### config.mk
export PLATFORM = sky130hd
export DESIGN_NAME = async_serial_port
export DESIGN_NICKNAME = d
export VERILOG_FILES = /design/src/logic/unused_placeholder.sv /design/src/logic/uart_pkg.sv /design/src/logic/async_serial_port.sv
export VERILOG_INCLUDE_DIRS = /design/src /design/src/logic
export SDC_FILE = /design/constraint.sdc
export NUM_CORES = 1
export LEC_CHECK = 0
export BUFFER_PORTS_ARGS = -buffer_cell sky130_fd_sc_hd__buf_2
export CELL_PAD_IN_SITES_DETAIL_PLACEMENT = 0
export CELL_PAD_IN_SITES_GLOBAL_PLACEMENT = 1
export CORE_MARGIN = 2
export CORE_UTILIZATION = 40
export CTS_BUF_LIST = sky130_fd_sc_hd__clkbuf_4
export DETAILED_ROUTE_END_ITERATION = 8
export GPL_ROUTABILITY_DRIVEN = 0
export PLACE_DENSITY_LB_ADDON = 0.3
export SYNTH_ARGS = -nofsm -noshare
export SYNTH_HDL_FRONTEND = slang
export SYNTH_SLANG_ARGS = --single-unit
### constraint.sdc
create_clock -name clock_i -period 9.1 [get_ports clock_i]
set_input_delay 0.91 -clock clock_i [delete_from_list [all_inputs] [get_ports clock_i]]
set_output_delay 0.91 -clock clock_i [all_outputs]
set_load 0.05 [all_outputs]
### src/logic/uart_defs.svh
`ifndef UART_DEFS_SVH
`define UART_DEFS_SVH
// Register byte offsets
`define OFS_DATA   12'h000
`define OFS_RSTAT  12'h004
`define OFS_FLAG   12'h018
`define OFS_ILP    12'h020
`define OFS_DIVI   12'h024
`define OFS_DIVF   12'h028
`define OFS_LINE   12'h02c
`define OFS_CTRL   12'h030
`define OFS_THR    12'h034
`define OFS_MASK   12'h038
`define OFS_RAW    12'h03c
`define OFS_MIS    12'h040
`define OFS_ICLR   12'h044
// Reset values
`define CTRL_RST   10'h300
`define THR_RST    6'h12
// Line control field positions
`define LC_BRK     0
`define LC_PEN     1
`define LC_EPS     2
`define LC_STP2    3
`define LC_FEN     4
`define LC_WLEN    5
`define LC_SPS     7
// Port control field positions
`define CT_EN      0
`define CT_SIR     1
`define CT_SIRLP   2
`define CT_LBE     7
`define CT_TXE     8
`define CT_RXE     9
// Event bit positions; error events sit at 6:3 as {overrun, break, parity, framing}
`define IB_RX      0
`define IB_TX      1
`define IB_RT      2
`define IB_ERR     3
// Flag register bit positions
`define FL_BUSY    3
`define FL_RX_EMPTY_FLAG    4
`define FL_TX_FULL_FLAG    5
`define FL_RX_FULL_FLAG    6
`define FL_TX_EMPTY_FLAG    7
// Timing counts in sixteen-times ticks, low-power ticks or 1/64 clock units
`define FRAC_STEP  23'h000040
`define BIT_LAST   4'hf
`define START_CHK  4'h7
`define SIR_PULSE  4'h3
`define LP_PULSE   2'h3
`define SIR_HOLD   5'h10
`define RX_TIMEOUT 10'h1ff
`endif

### src/logic/unused_placeholder.sv
`timescale 1ns/10ps

### src/logic/uart_pkg.sv
package uart_pkg;
   // Transmit framing states
   typedef enum logic [4:0] {
      TX_IDLE = 5'b00001,
      TX_START = 5'b00010,
      TX_DATA = 5'b00100,
      TX_PAR = 5'b01000,
      TX_STOP = 5'b10000
   } tx_state_e;
   // Receive framing states
   typedef enum logic [4:0] {
      RX_IDLE = 5'b00001,
      RX_START = 5'b00010,
      RX_DATA = 5'b00100,
      RX_PAR = 5'b01000,
      RX_STOP = 5'b10000
   } rx_state_e;
endpackage

### src/logic/async_serial_port.sv
// Overview of operation
// - Disable finishes current character; reprogram while disabled
// - Send start, data LSB first, parity, stops
// - Check overrun, parity, framing, break; store flags
// - Divisor: 16-bit integer plus 6-bit fraction
// - Sixteen-times tick; divide by sixteen for transmit
// - Divisor and line settings load on line write
// - Sixteen-entry queues; send until transmit queue empty
// - Busy while queue non-empty or shifting
// - Accept start bit if low at eighth tick
// - Sample data and parity every sixteenth tick
// - Low stop sample is framing error; push character
// - Normal infrared: zero sends 3/16 high pulse
// - Low-power infrared pulse is three low-power ticks
// - Data read gives 12 bits; write pushes 8
// - Queues single-entry until queue enable set
// - Hardware empty, full and overrun flags
// - Thresholds 1/8 to 7/8, reset to half
// - All events ORed into one interrupt request
// - Mask gates events; raw readable; write-one clears
// - Receive event at threshold, clears below it
// - Transmit event at threshold, clears above it
// - Loopback routes transmit output into receiver
//
// Design decisions made here: the placing of the registers and the address-and-strobe port.
`timescale 1ns/10ps
`include "uart_defs.svh"
module async_serial_port
   import uart_pkg::*;
#(
   parameter int DEPTH = 16
)(
   // Clock and reset
   input  wire logic        clock_i,
   input  wire logic        srst_i,
   // Register port
   input  wire logic [11:0] addr_i,
   input  wire logic [31:0] wdata_i,
   input  wire logic        wr_i,
   input  wire logic        rd_i,
   output logic      [31:0] rdata_o,
   // Serial line and interrupt
   input  wire logic        serial_in_i,
   output logic             serial_out_o,
   output logic             irq_o
);
   localparam int PW = $clog2(DEPTH);
   localparam int CW = PW + 1;

   typedef struct packed {
      logic [9:0]             ctrl;
      logic [7:0]             line;
      logic [15:0]            divi;
      logic [5:0]             divf;
      logic [29:0]            cfg;
      logic [7:0]             ilp;
      logic [5:0]             thr;
      logic [6:0]             mask;
      logic [6:0]             raw;
      logic [3:0]             rstat;
      logic [DEPTH-1:0][7:0]  tx_mem;
      logic [PW-1:0]          tx_wp;
      logic [PW-1:0]          tx_rp;
      logic [CW-1:0]          tx_cnt;
      logic [DEPTH-1:0][11:0] rx_mem;
      logic [PW-1:0]          rx_wp;
      logic [PW-1:0]          rx_rp;
      logic [CW-1:0]          rx_cnt;
      logic [22:0]            acc;
      logic                   tick;
      logic [7:0]             lp_cnt;
      logic                   lp_tick;
      logic [1:0]             lp_left;
      tx_state_e              tx_st;
      logic [3:0]             tx_ph;
      logic [2:0]             tx_idx;
      logic [7:0]             tx_sh;
      logic                   tx_par;
      logic                   tx_bit;
      logic                   tx_stop2;
      rx_state_e              rx_st;
      logic [3:0]             rx_ph;
      logic [2:0]             rx_idx;
      logic [7:0]             rx_sh;
      logic                   rx_perr;
      logic                   ovr_pend;
      logic                   sync1;
      logic                   sync2;
      logic                   rx_prev;
      logic [4:0]             sir_hold;
      logic                   rx_cond;
      logic                   tx_cond;
      logic [9:0]             to_cnt;
      logic                   out;
      logic                   irq;
      logic [31:0]            rdata;
   } state_s;

   localparam state_s RST_S = '{ctrl: `CTRL_RST, thr: `THR_RST, tx_st: TX_IDLE, rx_st: RX_IDLE,
                                sync1: 1'b1, sync2: 1'b1, rx_prev: 1'b1, tx_bit: 1'b1, out: 1'b1, default: '0};

   state_s        s_q;
   state_s        s_d;
   logic [22:0]   acc_sum;
   logic [21:0]   div;
   logic [7:0]    lc;
   logic [6:0]    clr;
   logic [CW-1:0] depth_eff;
   logic [2:0]    wlast;
   logic [7:0]    wmask;
   logic          push_tx;
   logic          pop_tx;
   logic          push_rx;
   logic          pop_rx;
   logic          rx_line;
   logic          tx_line;
   logic          p_exp;
   logic          fe;
   logic          be;
   logic [3:0]    errs;

   // Threshold select to entry count; unknown codes fall back to half
   function automatic logic [CW-1:0] level_of(input logic [2:0] sel);
      logic [CW-1:0] l;
      case (sel)
         3'h0: l = CW'(DEPTH / 8);
         3'h1: l = CW'(DEPTH / 4);
         3'h3: l = CW'(DEPTH * 3 / 4);
         3'h4: l = CW'(DEPTH * 7 / 8);
         default: l = CW'(DEPTH / 2);
      endcase
      return l;
   endfunction

   // Whole next-state computation
   always_comb
   begin
      s_d = s_q;
      clr = '0;
      push_tx = 1'b0;
      pop_tx = 1'b0;
      push_rx = 1'b0;
      pop_rx = 1'b0;
      fe = 1'b0;
      be = 1'b0;
      errs = '0;
      div = s_q.cfg[29:8];
      lc = s_q.cfg[7:0];
      depth_eff = lc[`LC_FEN] ? CW'(DEPTH) : CW'(1);
      wlast = 3'(3'h4 + {1'b0, lc[`LC_WLEN+1:`LC_WLEN]});
      wmask = 8'hff >> (2'h3 - lc[`LC_WLEN+1:`LC_WLEN]);
      tx_line = s_q.tx_bit & ~lc[`LC_BRK];

      // Input synchroniser; only the second stage is used
      s_d.sync1 = serial_in_i;
      s_d.sync2 = s_q.sync1;

      // Fractional accumulator in 1/64 clock units gives the sixteen-times tick
      acc_sum = s_q.acc + `FRAC_STEP;
      s_d.tick = 1'b0;
      if (div != '0)
      begin
         if (acc_sum >= {1'b0, div})
         begin
            s_d.tick = 1'b1;
            s_d.acc = acc_sum - {1'b0, div};
         end
         else
            s_d.acc = acc_sum;
      end

      // Low-power infrared tick; divisor of zero divides by 256
      s_d.lp_tick = 1'b0;
      s_d.lp_cnt = s_q.lp_cnt + 8'h01;
      if (s_q.lp_cnt == 8'(s_q.ilp - 8'h01))
      begin
         s_d.lp_tick = 1'b1;
         s_d.lp_cnt = '0;
      end

      // Register writes
      if (wr_i)
      begin
         case (addr_i)
            `OFS_DATA:  push_tx = (s_q.tx_cnt < depth_eff);
            `OFS_RSTAT: s_d.rstat = '0;
            `OFS_ILP:   s_d.ilp = wdata_i[7:0];
            `OFS_DIVI:  s_d.divi = wdata_i[15:0];
            `OFS_DIVF:  s_d.divf = wdata_i[5:0];
            `OFS_LINE:
            begin
               s_d.line = wdata_i[7:0];
               s_d.cfg = {s_q.divi, s_q.divf, wdata_i[7:0]};
            end
            `OFS_CTRL:  s_d.ctrl = wdata_i[9:0];
            `OFS_THR:   s_d.thr = wdata_i[5:0];
            `OFS_MASK:  s_d.mask = wdata_i[6:0];
            `OFS_ICLR:  clr = wdata_i[6:0];
            default:    ;
         endcase
      end

      // Register reads; data stands for one cycle only
      s_d.rdata = '0;
      if (rd_i)
      begin
         case (addr_i)
            `OFS_DATA:
            begin
               s_d.rdata = {20'h0, s_q.rx_mem[s_q.rx_rp]};
               pop_rx = (s_q.rx_cnt != '0);
               if (pop_rx)
                  s_d.rstat = s_q.rx_mem[s_q.rx_rp][11:8];
            end
            `OFS_RSTAT: s_d.rdata = {28'h0, s_q.rstat};
            `OFS_FLAG:
            begin
               s_d.rdata[`FL_BUSY] = (s_q.tx_cnt != '0) || (s_q.tx_st != TX_IDLE);
               s_d.rdata[`FL_RX_EMPTY_FLAG] = (s_q.rx_cnt == '0);
               s_d.rdata[`FL_TX_FULL_FLAG] = (s_q.tx_cnt >= depth_eff);
               s_d.rdata[`FL_RX_FULL_FLAG] = (s_q.rx_cnt >= depth_eff);
               s_d.rdata[`FL_TX_EMPTY_FLAG] = (s_q.tx_cnt == '0);
            end
            `OFS_ILP:   s_d.rdata = {24'h0, s_q.ilp};
            `OFS_DIVI:  s_d.rdata = {16'h0, s_q.divi};
            `OFS_DIVF:  s_d.rdata = {26'h0, s_q.divf};
            `OFS_LINE:  s_d.rdata = {24'h0, s_q.line};
            `OFS_CTRL:  s_d.rdata = {22'h0, s_q.ctrl};
            `OFS_THR:   s_d.rdata = {26'h0, s_q.thr};
            `OFS_MASK:  s_d.rdata = {25'h0, s_q.mask};
            `OFS_RAW:   s_d.rdata = {25'h0, s_q.raw};
            `OFS_MIS:   s_d.rdata = {25'h0, s_q.raw & s_q.mask};
            default:    s_d.rdata = '0;
         endcase
      end

      // Transmit framer; starts a character only while enabled, so a disable lets it finish
      if (s_q.tick)
      begin
         case (s_q.tx_st)
            TX_IDLE:
            begin
               s_d.tx_bit = 1'b1;
               if (s_q.ctrl[`CT_EN] && s_q.ctrl[`CT_TXE] && s_q.tx_cnt != '0)
               begin
                  pop_tx = 1'b1;
                  s_d.tx_sh = s_q.tx_mem[s_q.tx_rp];
                  s_d.tx_par = ^(s_q.tx_mem[s_q.tx_rp] & wmask);
                  s_d.tx_st = TX_START;
                  s_d.tx_ph = '0;
                  s_d.tx_bit = 1'b0;
                  s_d.tx_stop2 = 1'b0;
               end
            end
            TX_START, TX_DATA, TX_PAR, TX_STOP:
            begin
               s_d.tx_ph = s_q.tx_ph + 4'h1;
               if (s_q.tx_ph == `BIT_LAST)
               begin
                  case (s_q.tx_st)
                     TX_START:
                     begin
                        s_d.tx_st = TX_DATA;
                        s_d.tx_idx = '0;
                        s_d.tx_bit = s_q.tx_sh[0];
                     end
                     TX_DATA:
                     begin
                        if (s_q.tx_idx == wlast)
                        begin
                           s_d.tx_st = lc[`LC_PEN] ? TX_PAR : TX_STOP;
                           s_d.tx_bit = lc[`LC_PEN] ?
                                        (lc[`LC_SPS] ? ~lc[`LC_EPS] : (lc[`LC_EPS] ? s_q.tx_par : ~s_q.tx_par)) :
                                        1'b1;
                        end
                        else
                        begin
                           s_d.tx_idx = 3'(s_q.tx_idx + 3'h1);
                           s_d.tx_bit = s_q.tx_sh[3'(s_q.tx_idx + 3'h1)];
                        end
                     end
                     TX_PAR:
                     begin
                        s_d.tx_st = TX_STOP;
                        s_d.tx_bit = 1'b1;
                     end
                     default:
                     begin
                        if (lc[`LC_STP2] && !s_q.tx_stop2)
                           s_d.tx_stop2 = 1'b1;
                        else
                           s_d.tx_st = TX_IDLE;
                     end
                  endcase
               end
            end
            default: s_d.tx_st = TX_IDLE;
         endcase
      end

      // Infrared decoder stretches a short low pulse over one bit time
      if (!s_q.sync2)
         s_d.sir_hold = `SIR_HOLD;
      else if (s_q.tick && s_q.sir_hold != '0)
         s_d.sir_hold = s_q.sir_hold - 5'h01;
      if (s_q.ctrl[`CT_LBE])
         rx_line = tx_line;
      else if (s_q.ctrl[`CT_SIR])
         rx_line = s_q.sync2 && (s_q.sir_hold == '0);
      else
         rx_line = s_q.sync2;

      // Receive framer
      p_exp = lc[`LC_SPS] ? ~lc[`LC_EPS] : (lc[`LC_EPS] ? ^s_q.rx_sh : ~(^s_q.rx_sh));
      // A start needs a high-to-low edge, so a line still low after a bad stop bit is no new start
      if (s_q.tick)
         s_d.rx_prev = rx_line;
      if (s_q.tick)
      begin
         case (s_q.rx_st)
            RX_IDLE:
            begin
               if (s_q.ctrl[`CT_EN] && s_q.ctrl[`CT_RXE] && s_q.rx_prev && !rx_line)
               begin
                  s_d.rx_st = RX_START;
                  s_d.rx_ph = '0;
               end
            end
            RX_START:
            begin
               s_d.rx_ph = s_q.rx_ph + 4'h1;
               if (s_q.rx_ph == `START_CHK)
               begin
                  s_d.rx_st = rx_line ? RX_IDLE : RX_DATA;
                  s_d.rx_ph = '0;
                  s_d.rx_idx = '0;
                  s_d.rx_sh = '0;
                  s_d.rx_perr = 1'b0;
               end
            end
            RX_DATA, RX_PAR, RX_STOP:
            begin
               s_d.rx_ph = s_q.rx_ph + 4'h1;
               if (s_q.rx_ph == `BIT_LAST)
               begin
                  case (s_q.rx_st)
                     RX_DATA:
                     begin
                        s_d.rx_sh[s_q.rx_idx] = rx_line;
                        s_d.rx_idx = 3'(s_q.rx_idx + 3'h1);
                        if (s_q.rx_idx == wlast)
                           s_d.rx_st = lc[`LC_PEN] ? RX_PAR : RX_STOP;
                     end
                     RX_PAR:
                     begin
                        s_d.rx_perr = (rx_line != p_exp);
                        s_d.rx_st = RX_STOP;
                     end
                     default:
                     begin
                        fe = ~rx_line;
                        be = ~rx_line && (s_q.rx_sh == '0);
                        errs = {s_q.ovr_pend, be, s_q.rx_perr & ~be, fe & ~be};
                        s_d.rx_st = RX_IDLE;
                        if (s_q.rx_cnt >= depth_eff)
                        begin
                           s_d.ovr_pend = 1'b1;
                           s_d.rstat[3] = 1'b1;
                           errs = 4'h8;
                        end
                        else
                        begin
                           push_rx = 1'b1;
                           s_d.ovr_pend = 1'b0;
                        end
                     end
                  endcase
               end
            end
            default: s_d.rx_st = RX_IDLE;
         endcase
      end

      // Queue pointers and levels
      if (push_tx)
      begin
         s_d.tx_mem[s_q.tx_wp] = wdata_i[7:0];
         s_d.tx_wp = PW'(s_q.tx_wp + 1'b1);
      end
      if (pop_tx)
         s_d.tx_rp = PW'(s_q.tx_rp + 1'b1);
      if (push_tx && !pop_tx)
         s_d.tx_cnt = CW'(s_q.tx_cnt + 1'b1);
      else if (pop_tx && !push_tx)
         s_d.tx_cnt = CW'(s_q.tx_cnt - 1'b1);
      if (push_rx)
      begin
         s_d.rx_mem[s_q.rx_wp] = {errs, s_q.rx_sh};
         s_d.rx_wp = PW'(s_q.rx_wp + 1'b1);
      end
      if (pop_rx)
         s_d.rx_rp = PW'(s_q.rx_rp + 1'b1);
      if (push_rx && !pop_rx)
         s_d.rx_cnt = CW'(s_q.rx_cnt + 1'b1);
      else if (pop_rx && !push_rx)
         s_d.rx_cnt = CW'(s_q.rx_cnt - 1'b1);

      // Receive timeout counts idle ticks while data waits
      if (s_q.rx_cnt == '0 || s_q.rx_st != RX_IDLE || pop_rx)
         s_d.to_cnt = '0;
      else if (s_q.tick && s_q.to_cnt != `RX_TIMEOUT)
         s_d.to_cnt = s_q.to_cnt + 10'h001;

      // Level events fire on reaching the threshold and drop when it is left
      s_d.rx_cond = lc[`LC_FEN] ? (s_q.rx_cnt >= level_of(s_q.thr[5:3])) : (s_q.rx_cnt != '0);
      s_d.tx_cond = lc[`LC_FEN] ? (s_q.tx_cnt <= level_of(s_q.thr[2:0])) : (s_q.tx_cnt == '0);
      s_d.raw = s_q.raw & ~clr;
      s_d.raw[`IB_RX] = s_d.rx_cond && ((s_q.raw[`IB_RX] && !clr[`IB_RX]) || !s_q.rx_cond);
      s_d.raw[`IB_TX] = s_d.tx_cond && ((s_q.raw[`IB_TX] && !clr[`IB_TX]) || !s_q.tx_cond);
      // Set wins over a clear in the same cycle
      if (s_q.tick && s_q.to_cnt == 10'(`RX_TIMEOUT - 10'h001))
         s_d.raw[`IB_RT] = 1'b1;
      s_d.raw[6:`IB_ERR] = s_d.raw[6:`IB_ERR] | errs;
      s_d.irq = |(s_d.raw & s_d.mask);

      // Infrared low-power pulse restarts at each bit boundary
      if (s_q.tick && s_d.tx_st != TX_IDLE && s_d.tx_ph == 4'h0)
         s_d.lp_left = `LP_PULSE;
      else if (s_q.lp_tick && s_q.lp_left != '0)
         s_d.lp_left = s_q.lp_left - 2'h1;

      // Line driver: plain level or infrared pulse, idle low in infrared mode
      if (s_q.ctrl[`CT_SIR])
      begin
         if (s_q.ctrl[`CT_SIRLP])
            s_d.out = ~tx_line && (s_q.lp_left != '0);
         else
            s_d.out = ~tx_line && (s_q.tx_ph < `SIR_PULSE);
      end
      else
         s_d.out = tx_line;
   end

   // State register
   always_ff @(posedge clock_i)
   begin
      if (srst_i)
         s_q <= RST_S;
      else
         s_q <= s_d;
   end

   // Outputs straight from the state register
   assign rdata_o = s_q.rdata;
   assign serial_out_o = s_q.out;
   assign irq_o = s_q.irq;
endmodule

==> metrics.txt, run 1 <==
Worst EP required=10000 ps; CTS tree=built; clock sinks=558; Post-CTS Setup Bufs=0; largest net degree at the start of global routing=221; period utilisation layout=49.23%; post_cts resized=0; area leader, netlist=dfxtp_1; Cells after Synth=3183; overall die height=265.9 um; dpl cells=3899; Post-synth top cells=nand2_1, dfxtp_1, a21oi_1; Reg clk slew, reported paths=70 ps; worst reg2reg path depth=14; fin. max-slew vios=0; cell internal pwr=3.612 mW; setup violators final=0; Crit Reg-Reg Startpoint=s_q[119]; Peak VDD IR=0.1002 mV; clock skew=89.10 ps; Max Fclk=0.2232 GHz; Seq pwr share=50.7%; CTS Buf Count=157; Total Wirelength=78420 um; MaxCap Viol Count=0; switching pwr=1.212 mW; WHS Endpoint=s_d[52]; CP Max Fanout=20; hold path depth=2; most frequent cell after synthesis=nand2_1; EDFF count, synth=0; Core Footprint=68230 um^2; post-layout util=43.62%; Worst Max-Slew Pin Slew=1232 ps; setup TNS=0 ps; r2r endpoint=s_q[133]; Yosys cell types=98; CTS Hold Bufs=0; top-area cell type share of the netlist area=40.73%; RSZ-0062 raised after global routing=false; final instance area=29760 um^2; worst relative slew slack=17.22%; DRC=0; root buf cell=clkbuf_4; Vias=23010; hold path start=serial_in_i; reg-to-reg slack, setup=4620 ps; Die Area=70680 um^2; YS warnings=0; H-tree depth=4; Switching Fraction=25.12%; Fin Hold WS=129.7 ps; Nets=3294; Fill cells=6721; initial DRC count=1905; critical path endpoint category=flip-flop; synthesized area per cell=8.617 um^2; Placed Area=27820 um^2; Crit path arrival time=5380 ps; Remaining Overflow, GRT=0; final hold violation count=0; dpl hpwl=50820 um; initial antenna violation count=3; Post-Synthesis Cell Area=27430 um^2; critical path type=flip-flop to flip-flop; Critical Path Start Type=flip-flop; Worst-Skew Late Latency=1020 ps; starting density of the core=40.20%; largest cells by area after synthesis=dfxtp_1, nand2_1, mux2i_1, a21oi_1, mux4_2; vias in the first global route=21853; share of cells above drive strength 1=13.88%; Leak=11.37 nW; sequential share of the synthesized area=40.73%; Clock power frac=47.2%; drt pass-1 iters=8; I/O Buffers=50; first-pass GRT wire length=121900 um; clk buf depth=3; Wirelength per Cell=18.81 um; min Tclk post-route=4480 ps; I/O pins=83; outcome=completed; Hold WC Path Type=primary input to flip-flop; Post-synth top flop=dfxtp_1; number of synthesized register bits=558; Die Wd=265.9 um; post-route antenna net violation count=0; Post-synth ARST share=0%; row count=96; pwr dens=162.1 nW/um^2; Combinational Power Share=2.1%; Via density=5.519; area growth from synthesis to layout=8.512%; GRT Util Overall=21.88%; Final Non-Filler Cells=4169
[final cells by class]
class,count,area [um^2],area share (%)
Sequential cell,558,11180,37.55
Antenna cell,1,2.502,0.008408
Inverter,75,281.5,0.9459
Multi-Input combinational cell,2309,14790,49.70
Clock inverter,51,307.8,1.034
Tap cell,882,1104,3.708
Clock buffer,218,1637,5.499
Timing Repair Buffer,75,460.4,1.547
[how the worst max path moves through the flow]
stage          startpoint  endpoint  cells after the start
6_report         s_q[119]  s_q[133]                     14
5_1_grt          s_q[119]  s_q[127]                     14
4_1_cts          s_q[119]  s_q[133]                     14
3_5_place_dp    addr_i[9]  s_q[138]                     16
3_3_place_gp    addr_i[9]  s_q[138]                     16
2_1_floorplan   addr_i[9]  s_q[138]                     14
[metal layers]
metal | global-route usage, % | vias to the layer above | routed length, um
met2 | 34.70 | 706 | 36380
met5 | 0 | - | 13
li1 | - | 11066 | -
met4 | 8.290 | 2 | 1991
met1 | 28.54 | 11100 | 34460
met3 | 5.702 | 136 | 5572
[layout by cell type (no fill, tap or decap), drive strengths merged, types with 36 or more instances in the layout]
master / netlist / final
inv: 73 / 85
xor2: 47 / 47
nor3: 36 / 36
a21oi: 351 / 351
xnor2: 58 / 58
ha: 66 / 66
o21ai: 58 / 58
nand2: 604 / 604
mux4: 70 / 70
buf: 90 / 75
nand3: 103 / 103
mux2i: 200 / 200
clkinv: 2 / 40
clkbuf: 166 / 218
nor2: 326 / 326
dfxtp: 558 / 558
[power by group through the flow]
stage | logic (mW) | clock network, mW | registers (mW)
after floorplan | 0.0731 | 0 | 2.50
after global placement | 0.0999 | 0 | 2.50
after detailed placement | 0.102 | 0 | 2.50
after CTS | 0.102 | 2.35 | 2.45
after global routing | 0.109 | 2.48 | 2.45
final | 0.102 | 2.28 | 2.45
[critical path, cell delays in order (launching register included)]
cell     delay (ps)
dfxtp_1         390
nand3_1         240
nor3_1          570
nand3_1         300
nor2_1          200
nand3_1         130
nor2_1          160
xor2_1          260
ha_1            230
and3_1          240
o21ai_0         170
o21ai_2         820
nand3_1         160
a21oi_1         180
mux2_1          330
[state kept, by name (all words and copies together), names as in the netlist]
register,cells
div,22
irq_o,1
lc,1
rdata_o,16
s_d,1
s_q,516
serial_out_o,1
[stage by stage]
step	total power, mW	setup slack, ps
global route	5.038	4201
floorplan	2.574	5228
detailed placement	2.603	4338
CTS	4.900	4626
finish	4.824	4620
global placement	2.601	4389
[cell families (layout without fill, tap and decap cells)]
family	count (synthesis)	count (layout)	synth area share, %
flops	558	558	40.73
buf+inv	331	419	5.552
fa+ha+maj	69	69	3.230
simple gates	1233	1233	19.96
mux	279	279	13.42
xor+xnor	105	105	3.353
other cells	1	17	0.01367
compound gates	607	607	13.74
Note: power is estimated with default switching activity, not from simulation.
==> run 2: changes to the inputs <==
- ABC_AREA: not set -> 1
- clock period: 9.1 -> 4.6 ns (I/O delays scaled with it)
==> run 2 against run 1 <==
Synthesized cell count up 24%. Area after synthesis up 4.4%. Register-to-register slack worse by 4000 ps. Clock power up 110%. Die area up 4.3%. Total power up 110%. First-iteration DRC count up 0.79%. Via count up 13%. Combinational power rose to 2.9 times the previous value. Sequential cell count unchanged. Global-route usage up 0.97 points. Largest power group unchanged.
==> metrics.txt, run 2 <==
outcome=completed; Post-synth ARST share=0%; critical path endpoint category=flip-flop; largest net degree at the start of global routing=156; min Tclk post-route=4013 ps; YS warnings=0; EDFF count, synth=0; Die Wd=271.6 um; fin. max-slew vios=0; H-tree depth=4; MaxCap Viol Count=0; max FFs per register=516; critical path type=flip-flop to flip-flop; largest cells by area after synthesis=dfxtp_1, o21ai_0, a21oi_1, nand2_1, nor2_1; Peak VDD IR=0.1901 mV; share of cells above drive strength 1=12.95%; largest register by flop count=s_q; GRT Util Overall=22.84%; Cells after Synth=3936; drt pass-1 iters=7; CP Max Fanout=15; Total Wirelength=85100 um; CTS tree=built; top-area cell type share of the netlist area=39.01%; period utilisation layout=87.24%; Fill cells=7515; final worst setup slack=586.9 ps; Worst Max-Slew Pin Slew=1484 ps; commonest non-fill, non-tap cell in the layout=dfxtp_1; post_cts resized=0; Worst EP required=5520 ps; Die Area=73750 um^2; starting density of the core=40.20%; area growth from synthesis to layout=10.21%; post-route antenna net violation count=0; Post-Synthesis Cell Area=28640 um^2; Post-CTS Setup Bufs=0; area leader, netlist=dfxtp_1; Critical Path Start Type=flip-flop; pwr dens=314.1 nW/um^2; Hold WC Path Type=primary input to flip-flop; Crit path arrival time=4940 ps; Core Footprint=71240 um^2; Wirelength per Cell=16.87 um; Yosys cell types=57; DRC=0; worst relative slew slack=1.033%; synthesized area per cell=7.276 um^2; highest-count cells in the layout ignoring fill and taps=dfxtp_1, nand2_1, nor2_1; clk buf depth=3; CTS Hold Bufs=26; RSZ-0062 raised after global routing=false; I/O pins=83; Vias=26052; initial antenna violation count=4; setup TNS=0 ps; Post-synth top cells=dfxtp_1, nand2_1, nor2_1; Placed Area=29200 um^2; Via density=5.164; row count=98; root buf cell=clkbuf_4; post-place setup slack=652.7 ps; Post-synth top flop=dfxtp_1; I/O Buffers=50; Nets=4086; final hold violation count=0; clock skew=66.14 ps; Remaining Overflow, GRT=0; first-pass GRT wire length=134300 um; overall die height=271.6 um; final instance area=31560 um^2; vias in the first global route=24151; Worst-Skew Late Latency=1020 ps; Leak=12.75 nW; number of synthesized register bits=558; most frequent cell after synthesis=dfxtp_1; dpl hpwl=55140 um; Reg clk slew, reported paths=80 ps; Max Fclk=0.2492 GHz; sequential share of the synthesized area=39.01%; setup violators final=0; clock sinks=558; CTS Buf Count=158; initial DRC count=1920
[run 2: cell count changes after synthesis, moves of 101 or more]
| cell | change |
|---|---|
| a211oi_2 | +111 |
| inv_1 | +404 |
| mux2i_1 | -200 |
| nand2_1 | -103 |
| nand3_1 | +101 |
| nor2_1 | +173 |
| o21ai_0 | +414 |
[run 2: stage by stage]
step | power (mW) | instances | util (%) | hold WS (ps)
after global placement | 5.226 | 4732 | 40.99 | 436.1
after CTS | 10.06 | 5043 | 44.30 | 0.3546
after floorplan | 5.143 | 3951 | - | 389.5
final | 9.915 | 5045 | 44.30 | 73.33
after global routing | 10.35 | 5045 | 44.30 | 53.14
after detailed placement | 5.227 | 4732 | 40.99 | 436.6
[run 2: kinds of logic (layout without fill, tap and decap cells)]
kind of cell / count (synthesis) / count (layout) / synth area share [%]
simple gates: 1362 / 1362 / 20.92
fa+ha+maj: 69 / 69 / 3.093
flops: 558 / 558 / 39.01
compound gates: 1148 / 1148 / 24.50
buf+inv: 743 / 885 / 10.79
xor+xnor: 55 / 55 / 1.682
other cells: 1 / 18 / 0.01309
[run 2: per-layer routing]
| metal | share of wire, % | vias up | track usage, % |
|---|---|---|---|
| met2 | 44 | 604 | 35.25 |
| met4 | 2.2 | 2 | 8.198 |
| met3 | 5.2 | 145 | 4.104 |
| li1 | - | 13241 | - |
| met1 | 48 | 12060 | 31.86 |
| met5 | 0.16 | - | 0 |
[run 2: where the power goes]
| part | total, mW | internal (mW) | switching, mW |
|---|---|---|---|
| sequential | 4.84 | 4.84 | 0.00477 |
| clock | 4.78 | 2.53 | 2.25 |
| combinational | 0.291 | 0.0599 | 0.231 |
[run 2: path summary, 6_finish.rpt]
path / start / endpoint / slack (ps) / cells after the start
worst max-delay path: s_q[117] / s_q[132] / 590 / 22
worst max register to register: s_q[117] / s_q[132] / 590 / 22
worst min-delay path: wdata_i[3] / s_q[501] / 70 / 3
worst min register to register: s_q[188] / s_q[188] / 450 / 2
[run 2: layout make-up]
cell class | instances | area (um^2) | share of cell area (%)
clock buffers | 236 | 1772 | 5.613
multi-input cells | 2650 | 14440 | 45.75
repair buffers | 113 | 823.3 | 2.608
well taps | 950 | 1189 | 3.766
clock inverters | 49 | 324.1 | 1.027
flip-flops and latches | 558 | 11180 | 35.41
diodes | 2 | 5.005 | 0.01586
inverters | 487 | 1834 | 5.811
[run 2: critical path, stage by stage (launching register included)]
cell and delay (ps):
dfxtp_1 370, ha_1 200, nand2_1 60, nor2_1 230, nand2_1 170, nor2_1 280
nand3_1 170, nor2_1 150, xor2_1 200, inv_1 60, ha_1 350, nand2_1 110
nor3_1 250, nand3_1 120, nand3_1 120, nand2_1 80, nand2_2 280, inv_1 310
nor2_1 160, nand2_1 80, nand3_1 90, nand2_1 70, inv_1 50
